File: src/hw/rsel_pkg.sv
// package: register map, field layout, modes and helpers of the selector
package rsel_pkg;

	// ------------------------------------------------------------------
	// register offsets
	// ------------------------------------------------------------------
	localparam logic [7:0] RSEL_OFS_PRIO   = 8'h14;
	localparam logic [7:0] RSEL_OFS_MODE   = 8'h15;
	localparam logic [7:0] RSEL_OFS_HOLD   = 8'h16;
	localparam logic [7:0] RSEL_OFS_SETUP  = 8'h17;
	localparam logic [7:0] RSEL_OFS_STATUS = 8'h18;

	// ------------------------------------------------------------------
	// values after reset
	// ------------------------------------------------------------------
	localparam logic [7:0] RSEL_RST_PRIO  = 8'he4;
	localparam logic [7:0] RSEL_RST_MODE  = 8'h00;
	localparam logic [7:0] RSEL_RST_HOLD  = 8'h80;
	localparam logic [7:0] RSEL_RST_SETUP = 8'h82;

	// ------------------------------------------------------------------
	// field positions and writable masks
	// ------------------------------------------------------------------
	localparam int RSEL_MODE_SEL_LSB   = 0;
	localparam int RSEL_MODE_MA_LSB    = 2;
	localparam int RSEL_MODE_REVERT_BIT = 4;
	localparam int RSEL_MODE_DIV4_BIT  = 5;
	localparam int RSEL_MODE_BLOCK_BIT = 6;
	localparam int RSEL_SETUP_REVAL_LSB = 0;
	localparam int RSEL_SETUP_PD_LSB   = 2;
	localparam int RSEL_SETUP_RATE_LSB = 6;
	localparam int RSEL_STAT_REF_LSB   = 0;
	localparam int RSEL_STAT_HOLD_BIT  = 2;
	localparam int RSEL_STAT_VALID_LSB = 4;
	localparam logic [7:0] RSEL_MODE_WMASK  = 8'h7f;
	localparam logic [7:0] RSEL_SETUP_WMASK = 8'hcf;

	// ------------------------------------------------------------------
	// re-validation counts
	// ------------------------------------------------------------------
	localparam logic [8:0] RSEL_REVAL_C0      = 9'h002;
	localparam logic [8:0] RSEL_REVAL_C1      = 9'h010;
	localparam logic [8:0] RSEL_REVAL_C2      = 9'h020;
	localparam logic [8:0] RSEL_REVAL_C3      = 9'h040;
	localparam logic [8:0] RSEL_REVAL_RST_CNT = 9'h020;
	localparam logic [1:0] RSEL_PRESCALE_LAST = 2'h3;

	// ------------------------------------------------------------------
	// modes and states
	// ------------------------------------------------------------------
	typedef enum logic [1:0] {
		RSEL_MODE_MANUAL    = 2'h0,
		RSEL_MODE_AUTO      = 2'h1,
		RSEL_MODE_SHOLD     = 2'h2,
		RSEL_MODE_AUTO_HOLD = 2'h3
	} rsel_mode_type;

	typedef enum logic [1:0] {
		RSEL_ST_MANUAL   = 2'h0,
		RSEL_ST_TRACK    = 2'h1,
		RSEL_ST_HOLDOVER = 2'h3,
		RSEL_ST_HOLDOFF  = 2'h2
	} rsel_state_type;

	// ------------------------------------------------------------------
	// helpers
	// ------------------------------------------------------------------
	// counted units only; the prescaler alone makes a unit four periods
	function automatic logic [8:0] rsel_reval_load(input logic [1:0] code);
		logic [8:0] base;
		unique case (code)
			2'h0: base = RSEL_REVAL_C0;
			2'h1: base = RSEL_REVAL_C1;
			2'h2: base = RSEL_REVAL_C2;
			2'h3: base = RSEL_REVAL_C3;
		endcase
		return base;
	endfunction

	// rank key: priority on top, lower index wins a tie
	function automatic logic [3:0] rsel_rank(input logic [7:0] prio,
	                                         input logic [1:0] idx);
		logic [1:0] p;
		unique case (idx)
			2'h0: p = prio[7:6];
			2'h1: p = prio[5:4];
			2'h2: p = prio[3:2];
			2'h3: p = prio[1:0];
		endcase
		return {p, ~idx};
	endfunction

	// returns {found, index} of the best valid input
	function automatic logic [2:0] rsel_best(input logic [3:0] valid,
	                                         input logic [7:0] prio);
		logic       found;
		logic [1:0] bi;
		found = 1'b0;
		bi    = 2'h0;
		for (int i = 0; i < 4; i++) begin
			if (valid[i] && (!found ||
			    rsel_rank(prio, 2'(i)) > rsel_rank(prio, bi))) begin
				found = 1'b1;
				bi    = 2'(i);
			end
		end
		return {found, bi};
	endfunction

endpackage

File: src/hw/rsel_reval_if.sv
// interface: one input's link between selector and re-validation counter
`timescale 1ns/1ps
`default_nettype none
interface rsel_reval_if;
	logic       period_edge;
	logic       period_miss;
	logic       los_event;
	logic       prescale;
	logic [1:0] count_code;
	logic       valid;

	modport ctl (
		output period_edge,
		output period_miss,
		output los_event,
		output prescale,
		output count_code,
		input  valid
	);

	modport mon (
		input  period_edge,
		input  period_miss,
		input  los_event,
		input  prescale,
		input  count_code,
		output valid
	);
endinterface
`default_nettype wire

File: src/hw/rsel_reval.sv
// module: per-input re-validation counter with optional divide-by-four
`timescale 1ns/1ps
`default_nettype none
module rsel_reval
	import rsel_pkg::*;
(
	input  wire logic   core_clk_in,
	input  wire logic   reset_n_in,
	rsel_reval_if.mon   chk_if
);

	typedef struct packed {
		logic [8:0] cnt;
		logic [1:0] pre;
		logic       valid;
	} rsel_rv_state_type;

	localparam rsel_rv_state_type RV_RST = '{
		cnt: RSEL_REVAL_RST_CNT, pre: 2'h0, valid: 1'b0};

	rsel_rv_state_type st_r;
	rsel_rv_state_type st_nxt;
	logic [8:0]        load;

	// ------------------------------------------------------------------
	// counting
	// ------------------------------------------------------------------
	always_comb begin
		st_nxt = st_r;
		load   = rsel_reval_load(chk_if.count_code);
		if (chk_if.los_event) begin
			st_nxt.valid = 1'b0;
			st_nxt.cnt   = load;
			st_nxt.pre   = 2'h0;
		end else if (!st_r.valid) begin
			if (chk_if.period_miss) begin
				st_nxt.cnt = load;
				st_nxt.pre = 2'h0;
			end else if (chk_if.period_edge) begin
				// only every fourth period counts when prescaled
				if (chk_if.prescale && st_r.pre != RSEL_PRESCALE_LAST) begin
					st_nxt.pre = st_r.pre + 2'h1;
				end else begin
					st_nxt.pre = 2'h0;
					if (st_r.cnt <= 9'h001) begin
						st_nxt.cnt   = 9'h000;
						st_nxt.valid = 1'b1;
					end else begin
						st_nxt.cnt = st_r.cnt - 9'h001;
					end
				end
			end
		end
	end

	always_ff @(posedge core_clk_in or negedge reset_n_in) begin
		if (!reset_n_in) begin
			st_r <= RV_RST;
		end else begin
			st_r <= st_nxt;
		end
	end

	assign chk_if.valid = st_r.valid;
endmodule
`default_nettype wire

File: src/hw/rsel_top.sv
// module: reference input selector with registers, modes and failover
`timescale 1ns/1ps
`default_nettype none
module rsel_top
	import rsel_pkg::*;
#(
	parameter int NUM_INPUTS        = 4,
	parameter int HOLDOFF_DIV_LOG2  = 15
)
(
	input  wire logic       core_clk_in,
	input  wire logic       reset_n_in,
	input  wire logic       reg_wr_in,
	input  wire logic       reg_rd_in,
	input  wire logic [7:0] reg_addr_in,
	input  wire logic [7:0] reg_wdata_in,
	output var  logic [7:0] reg_rdata_out,
	input  wire logic [3:0] in_period_edge_in,
	input  wire logic [3:0] in_period_miss_in,
	input  wire logic [3:0] signal_loss_in,
	input  wire logic       vcxo_tick_in,
	output var  logic [1:0] ref_select_out,
	output var  logic       holdover_out,
	output var  logic [3:0] input_valid_out,
	output var  logic       reference_loss_block_out,
	output var  logic [1:0] input_power_down_out
);

	localparam int RATE_W = HOLDOFF_DIV_LOG2 + 3;

	// ------------------------------------------------------------------
	// parameter check
	// ------------------------------------------------------------------
	if (NUM_INPUTS != 4 || HOLDOFF_DIV_LOG2 < 1 ||
	    HOLDOFF_DIV_LOG2 > 24) begin : g_bad_param
		$error("rsel_top: unsupported parameter value");
	end

	typedef struct packed {
		logic [7:0]     prio_r;
		logic [7:0]     mode_r;
		logic [7:0]     hold_set_r;
		logic [7:0]     setup_r;
		rsel_state_type state;
		logic [1:0]     ref_r;
		logic           override;
		logic           hold_run;
		logic [7:0]     hold_cnt;
		logic [RATE_W-1:0] rate_cnt;
		logic [3:0]     valid_prev;
		logic           hold_flag;
		logic [7:0]     rdata;
	} rsel_top_state_type;

	localparam rsel_top_state_type TOP_RST = '{
		prio_r:     RSEL_RST_PRIO,
		mode_r:     RSEL_RST_MODE,
		hold_set_r: RSEL_RST_HOLD,
		setup_r:    RSEL_RST_SETUP,
		state:      RSEL_ST_MANUAL,
		hold_cnt:   RSEL_RST_HOLD,
		default:    '0};

	rsel_top_state_type st_r;
	rsel_top_state_type st_nxt;
	logic [3:0]         valid_w;
	rsel_mode_type      mode;
	logic [1:0]         sel;
	logic               revert_en;
	logic [2:0]         best;
	logic               cur_ok;
	logic               hold_tick;
	logic [RATE_W-1:0]  rate_limit;
	logic [3:0]         revalid;

	// ------------------------------------------------------------------
	// re-validation counters
	// ------------------------------------------------------------------
	for (genvar g = 0; g < 4; g++) begin : g_in
		rsel_reval_if rv_if ();
		assign rv_if.period_edge = in_period_edge_in[g];
		assign rv_if.period_miss = in_period_miss_in[g];
		assign rv_if.los_event   = signal_loss_in[g];
		assign rv_if.prescale    = st_r.mode_r[RSEL_MODE_DIV4_BIT];
		assign rv_if.count_code  =
			st_r.setup_r[RSEL_SETUP_REVAL_LSB +: 2];
		assign valid_w[g]        = rv_if.valid;
		rsel_reval u_reval (
			.core_clk_in (core_clk_in),
			.reset_n_in  (reset_n_in),
			.chk_if      (rv_if.mon)
		);
	end

	// ------------------------------------------------------------------
	// next state
	// ------------------------------------------------------------------
	always_comb begin
		st_nxt = st_r;
		mode   = rsel_mode_type'(st_r.mode_r[RSEL_MODE_MA_LSB +: 2]);
		sel    = st_r.mode_r[RSEL_MODE_SEL_LSB +: 2];
		revert_en = st_r.mode_r[RSEL_MODE_REVERT_BIT];
		best   = rsel_best(valid_w, st_r.prio_r);
		cur_ok = valid_w[st_r.ref_r];
		// rising valid of inputs other than the reference
		revalid = valid_w & ~st_r.valid_prev & ~(4'h1 << st_r.ref_r);
		// holdoff rate: one tick per 2^(base+rate) vcxo pulses
		rate_limit = {RATE_W{1'b1}} >>
			(2'h3 - st_r.setup_r[RSEL_SETUP_RATE_LSB +: 2]);
		hold_tick  = vcxo_tick_in && st_r.rate_cnt == rate_limit;
		st_nxt.valid_prev = valid_w;
		if (vcxo_tick_in) begin
			st_nxt.rate_cnt = hold_tick ? '0 : st_r.rate_cnt + 1'b1;
		end

		// register writes
		if (reg_wr_in) begin
			unique case (reg_addr_in)
				RSEL_OFS_PRIO:  st_nxt.prio_r = reg_wdata_in;
				RSEL_OFS_MODE: begin
					st_nxt.mode_r   = reg_wdata_in & RSEL_MODE_WMASK;
					// a fresh select write takes back a failover
					st_nxt.override = 1'b0;
				end
				RSEL_OFS_HOLD:  st_nxt.hold_set_r = reg_wdata_in;
				RSEL_OFS_SETUP: st_nxt.setup_r =
					reg_wdata_in & RSEL_SETUP_WMASK;
				default: ;
			endcase
		end

		// reads answer one cycle later, unmapped reads give zero
		if (reg_rd_in) begin
			unique case (reg_addr_in)
				RSEL_OFS_PRIO:   st_nxt.rdata = st_r.prio_r;
				RSEL_OFS_MODE:   st_nxt.rdata = st_r.mode_r;
				RSEL_OFS_HOLD:   st_nxt.rdata = st_r.hold_set_r;
				RSEL_OFS_SETUP:  st_nxt.rdata = st_r.setup_r;
				RSEL_OFS_STATUS: begin
					st_nxt.rdata = 8'h00;
					st_nxt.rdata[RSEL_STAT_REF_LSB +: 2] = st_r.ref_r;
					st_nxt.rdata[RSEL_STAT_HOLD_BIT]     = st_r.hold_flag;
					st_nxt.rdata[RSEL_STAT_VALID_LSB +: 4] = valid_w;
				end
				default: st_nxt.rdata = 8'h00;
			endcase
		end

		// selection state machine
		unique case (st_r.state)
			RSEL_ST_MANUAL: begin
				st_nxt.ref_r    = sel;
				st_nxt.override = 1'b0;
				if (mode == RSEL_MODE_SHOLD) begin
					st_nxt.state = RSEL_ST_HOLDOFF;
				end else if (mode != RSEL_MODE_MANUAL) begin
					st_nxt.state = RSEL_ST_TRACK;
				end
			end
			RSEL_ST_HOLDOFF: begin
				if (mode != RSEL_MODE_SHOLD) begin
					st_nxt.hold_run = 1'b0;
					st_nxt.state    = mode[0] ? RSEL_ST_TRACK :
						RSEL_ST_MANUAL;
				end else begin
					if (!st_r.override) begin
						st_nxt.ref_r = sel;
					end
					if (!st_r.hold_run && !cur_ok) begin
						st_nxt.hold_run = 1'b1;
						st_nxt.hold_cnt = st_r.hold_set_r;
					end else if (st_r.hold_run && cur_ok) begin
						// reference came back before expiry
						st_nxt.hold_run = 1'b0;
					end else if (st_r.hold_run && hold_tick) begin
						if (st_r.hold_cnt <= 8'h01) begin
							st_nxt.hold_cnt = st_r.hold_set_r;
							if (best[2]) begin
								st_nxt.ref_r    = best[1:0];
								st_nxt.override = 1'b1;
							end
						end else begin
							st_nxt.hold_cnt = st_r.hold_cnt - 8'h01;
						end
					end
				end
			end
			RSEL_ST_TRACK: begin
				if (!mode[0]) begin
					st_nxt.state = (mode == RSEL_MODE_SHOLD) ?
						RSEL_ST_HOLDOFF : RSEL_ST_MANUAL;
				end else if (!cur_ok) begin
					if (best[2]) begin
						st_nxt.ref_r = best[1:0];
					end else if (mode == RSEL_MODE_AUTO_HOLD) begin
						st_nxt.state = RSEL_ST_HOLDOVER;
					end
				end else if (revert_en && |revalid && best[2] &&
				    rsel_rank(st_r.prio_r, best[1:0]) >
				    rsel_rank(st_r.prio_r, st_r.ref_r)) begin
					st_nxt.ref_r = best[1:0];
				end
			end
			RSEL_ST_HOLDOVER: begin
				if (!mode[0]) begin
					st_nxt.state = (mode == RSEL_MODE_SHOLD) ?
						RSEL_ST_HOLDOFF : RSEL_ST_MANUAL;
				end else if (best[2]) begin
					st_nxt.ref_r = best[1:0];
					st_nxt.state = RSEL_ST_TRACK;
				end else if (mode == RSEL_MODE_AUTO) begin
					st_nxt.state = RSEL_ST_TRACK;
				end
			end
		endcase
		st_nxt.hold_flag = (st_nxt.state == RSEL_ST_HOLDOVER) ||
			(st_nxt.state == RSEL_ST_HOLDOFF && st_nxt.hold_run);
	end

	always_ff @(posedge core_clk_in or negedge reset_n_in) begin
		if (!reset_n_in) begin
			st_r <= TOP_RST;
		end else begin
			st_r <= st_nxt;
		end
	end

	// ------------------------------------------------------------------
	// outputs
	// ------------------------------------------------------------------
	assign reg_rdata_out            = st_r.rdata;
	assign ref_select_out           = st_r.ref_r;
	assign holdover_out             = st_r.hold_flag;
	assign input_valid_out          = valid_w;
	assign reference_loss_block_out = st_r.mode_r[RSEL_MODE_BLOCK_BIT];
	assign input_power_down_out     = st_r.setup_r[RSEL_SETUP_PD_LSB +: 2];
endmodule
`default_nettype wire

File: config.mk
export PLATFORM = sky130hd
export DESIGN_NAME = rsel_top
export DESIGN_NICKNAME = d
export VERILOG_FILES = /design/src/hw/rsel_pkg.sv /design/src/hw/rsel_reval_if.sv /design/src/hw/rsel_reval.sv /design/src/hw/rsel_top.sv
export SDC_FILE = /design/constraint.sdc
export NUM_CORES = 1
export LEC_CHECK = 0
export ABC_AREA = 1
export BUFFER_PORTS_ARGS = -buffer_cell sky130_fd_sc_hd__buf_2
export CORE_ASPECT_RATIO = 0.9
export CORE_MARGIN = 2
export CORE_UTILIZATION = 40
export CTS_BUF_LIST = sky130_fd_sc_hd__clkbuf_8
export DETAILED_ROUTE_END_ITERATION = 10
export MAX_ROUTING_LAYER = met4
export SYNTH_ARGS = -nofsm -noshare
export SYNTH_HDL_FRONTEND = slang
export SYNTH_SLANG_ARGS = --single-unit
File: constraint.sdc
create_clock -name core_clk_in -period 12.5 [get_ports core_clk_in]
set_clock_uncertainty 0.05 [all_clocks]
set_input_delay 0 -clock core_clk_in [delete_from_list [all_inputs] [get_ports core_clk_in]]
set_output_delay 0 -clock core_clk_in [all_outputs]
set_load 0.05 [all_outputs]
After elaboration in Yosys (flattened, before gate mapping). Index checks and enable logic that the tools add are counted.

Eq/ne operators: 47. Bitwise operators: 9. Shifts and indexed selects: 2. $lt $le $gt $ge: 10. Reductions and logical operators: 51. Add/sub/neg operators: 11. Mux-type cells: 98.

Operators with widths (number): 2-to-1 mux 12 bit (12); 2-to-1 mux 9 bit (10); 2-to-1 mux 2 bit (29); 2-to-1 mux 11 bit (4); equality test 8 x 5 -> 1 bit, second input constant (5); case mux 8 bit (5 select lines) (1); <= comparator 9 x 1 -> 1 bit, second input constant (4); case mux 9 bit (4 select lines) (1); subtractor 9 x 1 -> 9 bit, second input constant (4); 2-to-1 mux 8 bit (4); case mux 2 bit (4 select lines) (4); equality test 2 bit, second input constant (14); inequality test 2 bit, second input constant (13); 2-to-1 mux 1 bit (23); adder 18 x 1 -> 18 bit, second input constant (1); equality test 18 bit (1); 2-to-1 mux 18 bit (1); 2-to-1 mux 3 bit (6); >> shifter 18 x 2 -> 18 bit, first input constant (1); greater-than comparator 4 bit (4); case mux 4 bit (4 select lines) (1); AND reduction 2 bit (8); logical AND 1 bit (15); inequality test 3 bit, second input constant (5); 23 further kinds (57).

Flip-flop bits (word level): 122. Output and inout bits: 18. Input bits: 33. Logic and storage cells: 253.

Longest topological paths before layout. Gate-level depths: netlist of run 1.

Depth in word-level cells: 31. Depth in mapped cells: 33. Gate-level depth less buffers: 33.

Hierarchy. Synthesis of run 1 repeated with hierarchy kept, for this count alone.

Cell total of the unflattened synthesis: 1055. Area, all modules: 7721.2 um^2.

By module, submodules not included: rsel_top (area each 4352.9 um^2, times used 1, cells an instance 583); rsel_reval (area each 842.1 um^2, times used 4, cells an instance 118).

Worst setup path after synthesis of run 1. OpenSTA, ideal clock, no wires.

Kind: reg-to-reg. Start point: register st_r[76] in the netlist's numbering. End point: register st_r, in the netlist ref_select_out[0]. Arrival: 3916 ps. Path buffers: 0. Period minus slack after synthesis: 4031 ps. Slack: 8469 ps. Setup time: 65 ps. Data required time: 12385 ps. Stages on the path, launching flop included: 31. Path through: dfstp_2 > inv_1 > ha_1 > nand3_1 > nand2_1 > nand2_1 > o21ai_0 > ha_1 > nand2_1 > inv_1 > nand3_1 > nand2_1 > nand2_1 > o21ai_0 > ha_1 > a21oi_1 > a21oi_1 > inv_1 > nand2_1 > inv_1 > nand3_1 > o2111ai_1 > ha_1 > nand2_1 > o21ai_0 > o21ai_0 > o21bai_1 > nand2_1 > a21oi_1 > nand2_1 > nand2_1.

Longest elaborated chain between the ends: 25. Elaborated cells between the ends (all ways): 59. Classes of those cells: order compare (4); eq/ne (10); mux (28); bitwise (3); reduce/logical (14).

RTL lines: start: declaration (line rsel_top.sv:64) `rsel_top_state_type st_r;`; start signal: assignment (line rsel_top.sv:224) `st_r <= st_nxt;`; greater-than comparator 4 bit (line rsel_pkg.sv:102) `rsel_rank(prio, 2'(i)) > rsel_rank(prio, bi))) begin`; logical OR 1 bit (line rsel_pkg.sv:101) `if (valid[i] && (!found ||`; logical AND 1 bit (line rsel_pkg.sv:101); 2-to-1 mux 1 bit (line rsel_pkg.sv:101); equality test 1 x 2 -> 1 bit, or another cell as far along (line rsel_pkg.sv:84) `unique case (idx)`; case mux 2 bit (4 select lines) (line rsel_pkg.sv:84); greater-than comparator 4 bit (line rsel_pkg.sv:102); logical OR 1 bit (line rsel_pkg.sv:101); [9 not listed]; case mux 2 bit (4 select lines) (line rsel_pkg.sv:84); 2-to-1 mux 2 bit (line rsel_top.sv:192) `end else if (!cur_ok) begin`; 2-to-1 mux 2 bit (line rsel_top.sv:189) `if (!mode[0]) begin`; 2-to-1 mux 2 bit (line rsel_top.sv:150) `unique case (st_r.state)`; greater-than comparator 4 bit (line rsel_top.sv:199) `rsel_rank(st_r.prio_r, best[1:0]) >`; logical AND 1 bit (line rsel_top.sv:198) `end else if (revert_en && |revalid && best[2] &&`; inequality test 3 bit (no line); AND reduction 4 bit (no line).

Parallel ways exist; a longest one is shown, timed or not. The select of a mux whose other input is x is not followed. A chain may end at the register's enable or synchronous reset.

Worst setup path after layout of run 1.
Start point: register st_r[76] in the netlist's numbering. End point: register st_r, in the netlist ref_select_out[1].

The elaborated chain is that of the path after synthesis.

==> flow_metrics.py, run 1 <==
metrics = {
    "status": {
        "status": "finished clean",
    },
    "setup_path": {
        "setup.worst_path.class": "reg -> reg",
        "path_buf_inv": 4,
        "critPathMaxFanout": 8,
        "cp.arrival_ns": 5.00,
        "cp_common_cell": "nand2_1",
        "cpPeakStageDelay_ns": 0.58,
        "critPathRequiredTime_ns": 12.83,
        "crit_path_top_delay_cell": "dfstp_2",
        "crit_path_start_kind": "flip-flop",
        "end_kind": "flip-flop",
        "critical_path.top_delay_family": "compound AO/OA/AOI/OAI gates",
    },
    "routing": {
        "wl_met3_um": 748,
        "routedWlPerCell_um": 14.2,
        "vias": 6647,
        "drt-pass1-iter-count": 5,
        "top_layer": "met4",
        "wl_met1_um": 9490,
        "via_per_inst": 5.00,
        "drc_errors": 0,
        "antenna_left": 0,
        "drtIter0Drc": 437,
        "met2_wirelength_um": 8540,
        "routed_wl_um": 18900,
    },
    "cts": {
        "post_cts_buffers": 0,
        "clock-root-buffer": "clkbuf_8",
        "clkSlewWorstSetupHoldPaths_ns": 0.08,
        "cts_hold_buffers": 33,
        "clockBufferDepth": 2,
        "cts.sinks": 122,
        "cts_made_buffers": 17,
        "ctsHtreeMaxLevel": 4,
        "clock_latency_ns": 0.45,
        "cts_tree": "built",
        "cts-resized-gates": 0,
    },
    "global_routing": {
        "gr-total-overflow": 0,
        "grt_start_max_net_pins": 63,
        "antenna_found_initial": 0,
        "grt_pass1_wl_um": 31300,
        "track_usage_pct": 20.5,
        "grt_pass1_vias": 6181,
    },
    "final_layout": {
        "regArea_um2": 3070,
        "diodes": 0,
        "syn2layout_area_growth_pct": 15.1,
        "multiInputGateArea_um2": 3580,
        "fillerInstances": 1798,
        "fin_util_pct": 46.8,
        "nets": 1127,
        "drive_above_1_share_pct": 11.0,
    },
    "floorplan": {
        "num_io_pins": 51,
        "start_util_pct": 40.7,
        "die_area_um2": 19700,
        "fp.dieH_um": 133,
        "rows": 47,
        "design.core.area_um2": 18300,
        "die_x_um": 148,
    },
    "timing": {
        "whs_ns": 0.0764,
        "final.min_clock_period_ns": 4.67,
        "drv_slew": 0,
        "timing.fmax_ghz": 0.214,
        "setup_viol": 0,
        "fin_ws_ns": 7.83,
        "finalHoldViolCount": 0,
        "tns_ns": 0,
        "worstMarginPinSlew_ns": 0.799,
        "period_share_pct": 37.4,
        "grt_setup_unrepaired": "no",
        "slew_headroom_pct": 46.7,
    },
    "synthesis": {
        "ys_seq_elements": 122,
        "synth_area_per_cell_um2": 7.46,
        "synth_edf_count": 0,
        "yosysTopAreaCell": "dfrtp_1",
        "netlist-cell-type-count": 50,
        "async_flop_share_pct": 100,
        "synth_warnings": 0,
        "synth_most_common_cell": "nand2_1",
        "synth_flop_cell": "dfrtp_1",
        "synth.yosys.seq_area_share_pct": 41.2,
        "synth_top_area_share_pct": 37.0,
        "syn_inst": 998,
        "synth_area_um2": 7450,
        "synth_nets": 1054,
        "synthTopCellsByArea": "dfrtp_1 (37%), nand2_1 (11%), inv_1 (7.7%), o21ai_0 (6.0%), nor2_1 (4.6%)",
        "synth.top_cells.by_count": "nand2_1 (215), inv_1 (153), dfrtp_1 (110)",
    },
    "placed_design": {
        "port_buffers": 50,
        "gp_congestion": 0.869,
        "dp_hpwl_um": 13900,
        "place_ws_ns": 7.98,
    },
    "power": {
        "ir_drop_mv": 0.0866,
        "p_leak_nw": 4.24,
        "pwr_density_cell_nw_per_um2": 122,
        "total_power_mw": 1.05,
    },
    "job": {
        "drv_cap": 0,
    },
    "min_path": {
        "worstHoldPathType": "in -> reg",
    },
}
final cells by class:
class                           count  area share [%]
Clock buffer                       18            2.89
Sequential cell                   122            35.8
Multi-Input combinational cell    686            41.8
Clock inverter                     14            1.99
Tap cell                          245            3.58
Timing Repair Buffer               84            6.89
Inverter                          160            7.07
stage by stage:
step           instances  area, µm²
2_1_floorplan        998       7450
3_3_place_gp        1264       7820
3_5_place_dp        1264       7820
4_1_cts             1329       8570
5_1_grt             1329       8570
6_report            1329       8570
cell families after synthesis:
family	synth area share (%)
adder cells (fa/ha/maj)	3.86
AO/OA/AOI/OAI	16.8
AND/OR/NAND/NOR	24.5
buffers and inverters	10.7
multiplexers	0.151
XOR/XNOR	2.82
flip-flops	41.2
worst paths after layout:
| path | start | end | slack, ns | cells after the start |
|---|---|---|---|---|
| worst max-delay path | st_r[76]$_DFFE_PN1P_ | ref_select_out[1]$_DFFE_PN0P_ | 7.83 | 30 |
| worst min-delay path | reg_wr_in | g_in[0].rv_if.count_code[1]$_DFFE_PN1P_ | 0.08 | 4 |
| worst max register to register | st_r[76]$_DFFE_PN1P_ | ref_select_out[1]$_DFFE_PN0P_ | 7.83 | 30 |
| worst min register to register | g_in[3].u_reval.chk_if.valid$_DFF_PN0_ | st_r[12]$_DFF_PN0_ | 0.36 | 0 |
| max in group asynchronous | reset_n_in | st_r[58]$_DFFE_PN0P_ | 10.98 | 3 |
| min in group asynchronous | reset_n_in | st_r[18]$_DFFE_PN0P_ | 0.12 | 2 |
report_power, final:
part	switching (mW)	internal (mW)	total [mW]
clock	0.174	0.203	0.377
combinational	0.133	0.0770	0.210
sequential	0.0336	0.427	0.461
total	0.340	0.707	1.05
layout by cell type, fill, tap and decap left out, types with 24 or more instances in the layout:
cell | synthesis | final
a21oi_1 | 57 | 57
buf_2 | 3 | 49
dfrtp_1 | 110 | 110
dlygate4sd3_1 | 0 | 33
inv_1 | 153 | 153
nand2_1 | 215 | 215
nand3_1 | 60 | 60
nor2_1 | 91 | 91
nor3_1 | 24 | 24
o21ai_0 | 90 | 90
worst register-to-register path: cells and delay by family, from the launching register on:
kind                     cells  cell delay [ns]
AO/OA/AOI/OAI                9             1.26
flip-flops                   1             0.58
AND/OR/NAND/NOR             13             1.19
adder cells (fa/ha/maj)      4             1.17
buffers and inverters        4             0.35
state kept, by name, summed over array words and instances (netlist names):
name / cells
holdover_out: 1
revert_en: 1
reference_loss_block_out: 1
ref_select_out: 2
g_in.u_reval.chk_if.valid: 4
sel: 2
reg_rdata_out: 8
mode: 2
st_r: 52
g_in.u_reval.st_r: 44
g_in.rv_if.prescale: 1
g_in.rv_if.count_code: 2
input_power_down_out: 2
metal layers:
metal	up-vias	track usage (%)
met5	-	-
met2	133	31.6
met4	0	4.29
met1	3090	28.6
met3	8	3.70
li1	3416	-
Power figures use the tool's default switching activity.
==> run 2: changes to the inputs <==
Clock period 12.5 ns to 4.56 ns, I/O delays scaled along.
==> flow_metrics.py, run 2 (synthesis gave the netlist of run 1 again) <==
metrics = {
    "status": {
        "status": "finished clean",
    },
    "cts": {
        "clock-root-buffer": "clkbuf_8",
        "clockBufferDepth": 2,
        "cts_tree": "built",
        "cts_made_buffers": 17,
        "clkSlewWorstSetupHoldPaths_ns": 0.09,
        "ctsHtreeMaxLevel": 4,
        "cts.sinks": 122,
        "clock_latency_ns": 0.45,
    },
    "timing": {
        "drv_slew": 0,
        "slew_headroom_pct": 35.5,
        "final.min_clock_period_ns": 4.21,
        "worstMarginPinSlew_ns": 0.967,
        "finalHoldViolCount": 0,
        "fin_ws_ns": 0.347,
        "grt_setup_unrepaired": "no",
        "timing.fmax_ghz": 0.237,
        "tns_ns": 0,
        "period_share_pct": 92.4,
        "setup_viol": 0,
    },
    "setup_path": {
        "cp_common_cell": "nand2_1",
        "critical_path.top_delay_family": "adder cells",
        "crit_path_top_delay_cell": "dfstp_2",
        "crit_path_start_kind": "flip-flop",
        "path_buf_inv": 4,
        "cpPeakStageDelay_ns": 0.57,
        "critPathRequiredTime_ns": 4.89,
        "setup.worst_path.class": "reg -> reg",
        "cp.arrival_ns": 4.54,
        "end_kind": "flip-flop",
        "critPathMaxFanout": 8,
    },
    "global_routing": {
        "gr-total-overflow": 0,
        "grt_pass1_wl_um": 31000,
        "grt_pass1_vias": 6162,
        "grt_start_max_net_pins": 77,
        "track_usage_pct": 20.3,
        "antenna_found_initial": 0,
    },
    "routing": {
        "drt-pass1-iter-count": 5,
        "routedWlPerCell_um": 14.1,
        "via_per_inst": 5.02,
        "drtIter0Drc": 408,
        "vias": 6691,
        "antenna_left": 0,
        "routed_wl_um": 18800,
        "drc_errors": 0,
    },
    "final_layout": {
        "largest_reg_flops": 52,
        "nets": 1130,
        "fillerInstances": 1873,
        "top_register": "st_r",
        "final_cell_mix": "nand2_1 (209), inv_1 (150), dfrtp_1 (110)",
        "diodes": 0,
        "final_common_cell": "nand2_1",
        "syn2layout_area_growth_pct": 15.6,
        "drive_above_1_share_pct": 12.7,
    },
    "placed_design": {
        "port_buffers": 50,
        "dp_hpwl_um": 13900,
        "place_ws_ns": 0.0165,
        "gp_congestion": 0.908,
    },
    "floorplan": {
        "rows": 47,
        "start_util_pct": 40.7,
        "design.core.area_um2": 18300,
        "die_x_um": 148,
        "die_area_um2": 19700,
        "fp.dieH_um": 133,
        "num_io_pins": 51,
    },
    "power": {
        "ir_drop_mv": 0.237,
        "p_leak_nw": 4.25,
        "pwr_density_cell_nw_per_um2": 330,
    },
    "min_path": {
        "worstHoldPathType": "in -> reg",
    },
    "job": {
        "drv_cap": 0,
    },
}
[run 2: changes by cell type in the layout (fill, tap and decap cells not counted), moves of 4 or more]
cell     change
nand2_1      -6
nand2_2      +5
buf_4        +5
o21ai_0      -4
[run 2: cell type report]
type	instances	area, µm²	share of cell area [%]
Clock buffer	17	234	2.72
Sequential cell	122	3070	35.6
Multi-Input combinational cell	686	3620	42.1
Inverter	160	606	7.03
Clock inverter	15	165	1.92
Tap cell	245	307	3.56
Timing Repair Buffer	87	608	7.06
[run 2: power by group]
part           leakage, nW  switching, mW  internal, mW
combinational         2.50          0.371         0.216
sequential            1.56         0.0913          1.17
clock                0.190          0.498         0.493
[run 2: worst reg2reg max path: cells and delay by family, from the launching register on]
family / cells / cell delay, ns
and+or+nand+nor: 14 / 1.14
DFF: 1 / 0.57
AOI/OAI and AO/OA: 9 / 0.93
adders and majority gates: 4 / 1.13
buffers and inverters: 4 / 0.32
[run 2: routing by layer]
layer  GRT usage [%]  part of all wire (%)  up-vias
met1            28.7                    51     3141
met4            5.56                   1.2        0
met2            30.0                    44      107
met3            4.01                   3.6       16
met5               -                     0        -
li1                -                     -     3427
[run 2: stage by stage]
step	util (%)	cell area [µm²]	power (mW)	instances	hold slack [ns]
final	47.1	8610	2.84	1332	0.0407
after global routing	47.1	8610	3.02	1332	0.0752
after CTS	46.6	8530	2.85	1327	0.0172
after detailed placement	42.8	7820	1.83	1264	0.163
after global placement	42.8	7820	1.83	1264	0.163
after floorplan	-	7450	1.68	998	-0.346
[run 2: timing repair]
action                                 4_1_cts  5_1_grt
hold buffers                                31        0
endpoints found under the hold margin      142        0
buffers inserted                             0        5
pin swaps                                    0        7
gates resized for setup                      1       18
setup endpoints to repair                    2        2
[run 2: final timing paths]
check | start | endpoint | depth (start not counted) | slack [ns]
min in group asynchronous | reset_n_in | st_r[17]$_DFFE_PN0P_ | 2 | 0.17
max in group asynchronous | reset_n_in | g_in[3].u_reval.st_r[11]$_DFFE_PN0P_ | 3 | 3.08
worst max-delay path | st_r[76]$_DFFE_PN1P_ | ref_select_out[0]$_DFFE_PN0P_ | 31 | 0.35
worst min-delay path | reg_addr_in[0] | reg_rdata_out[6]$_DFFE_PN0P_ | 6 | 0.04
worst max register to register | st_r[76]$_DFFE_PN1P_ | ref_select_out[0]$_DFFE_PN0P_ | 31 | 0.35
worst min register to register | g_in[3].u_reval.chk_if.valid$_DFF_PN0_ | st_r[12]$_DFF_PN0_ | 0 | 0.37
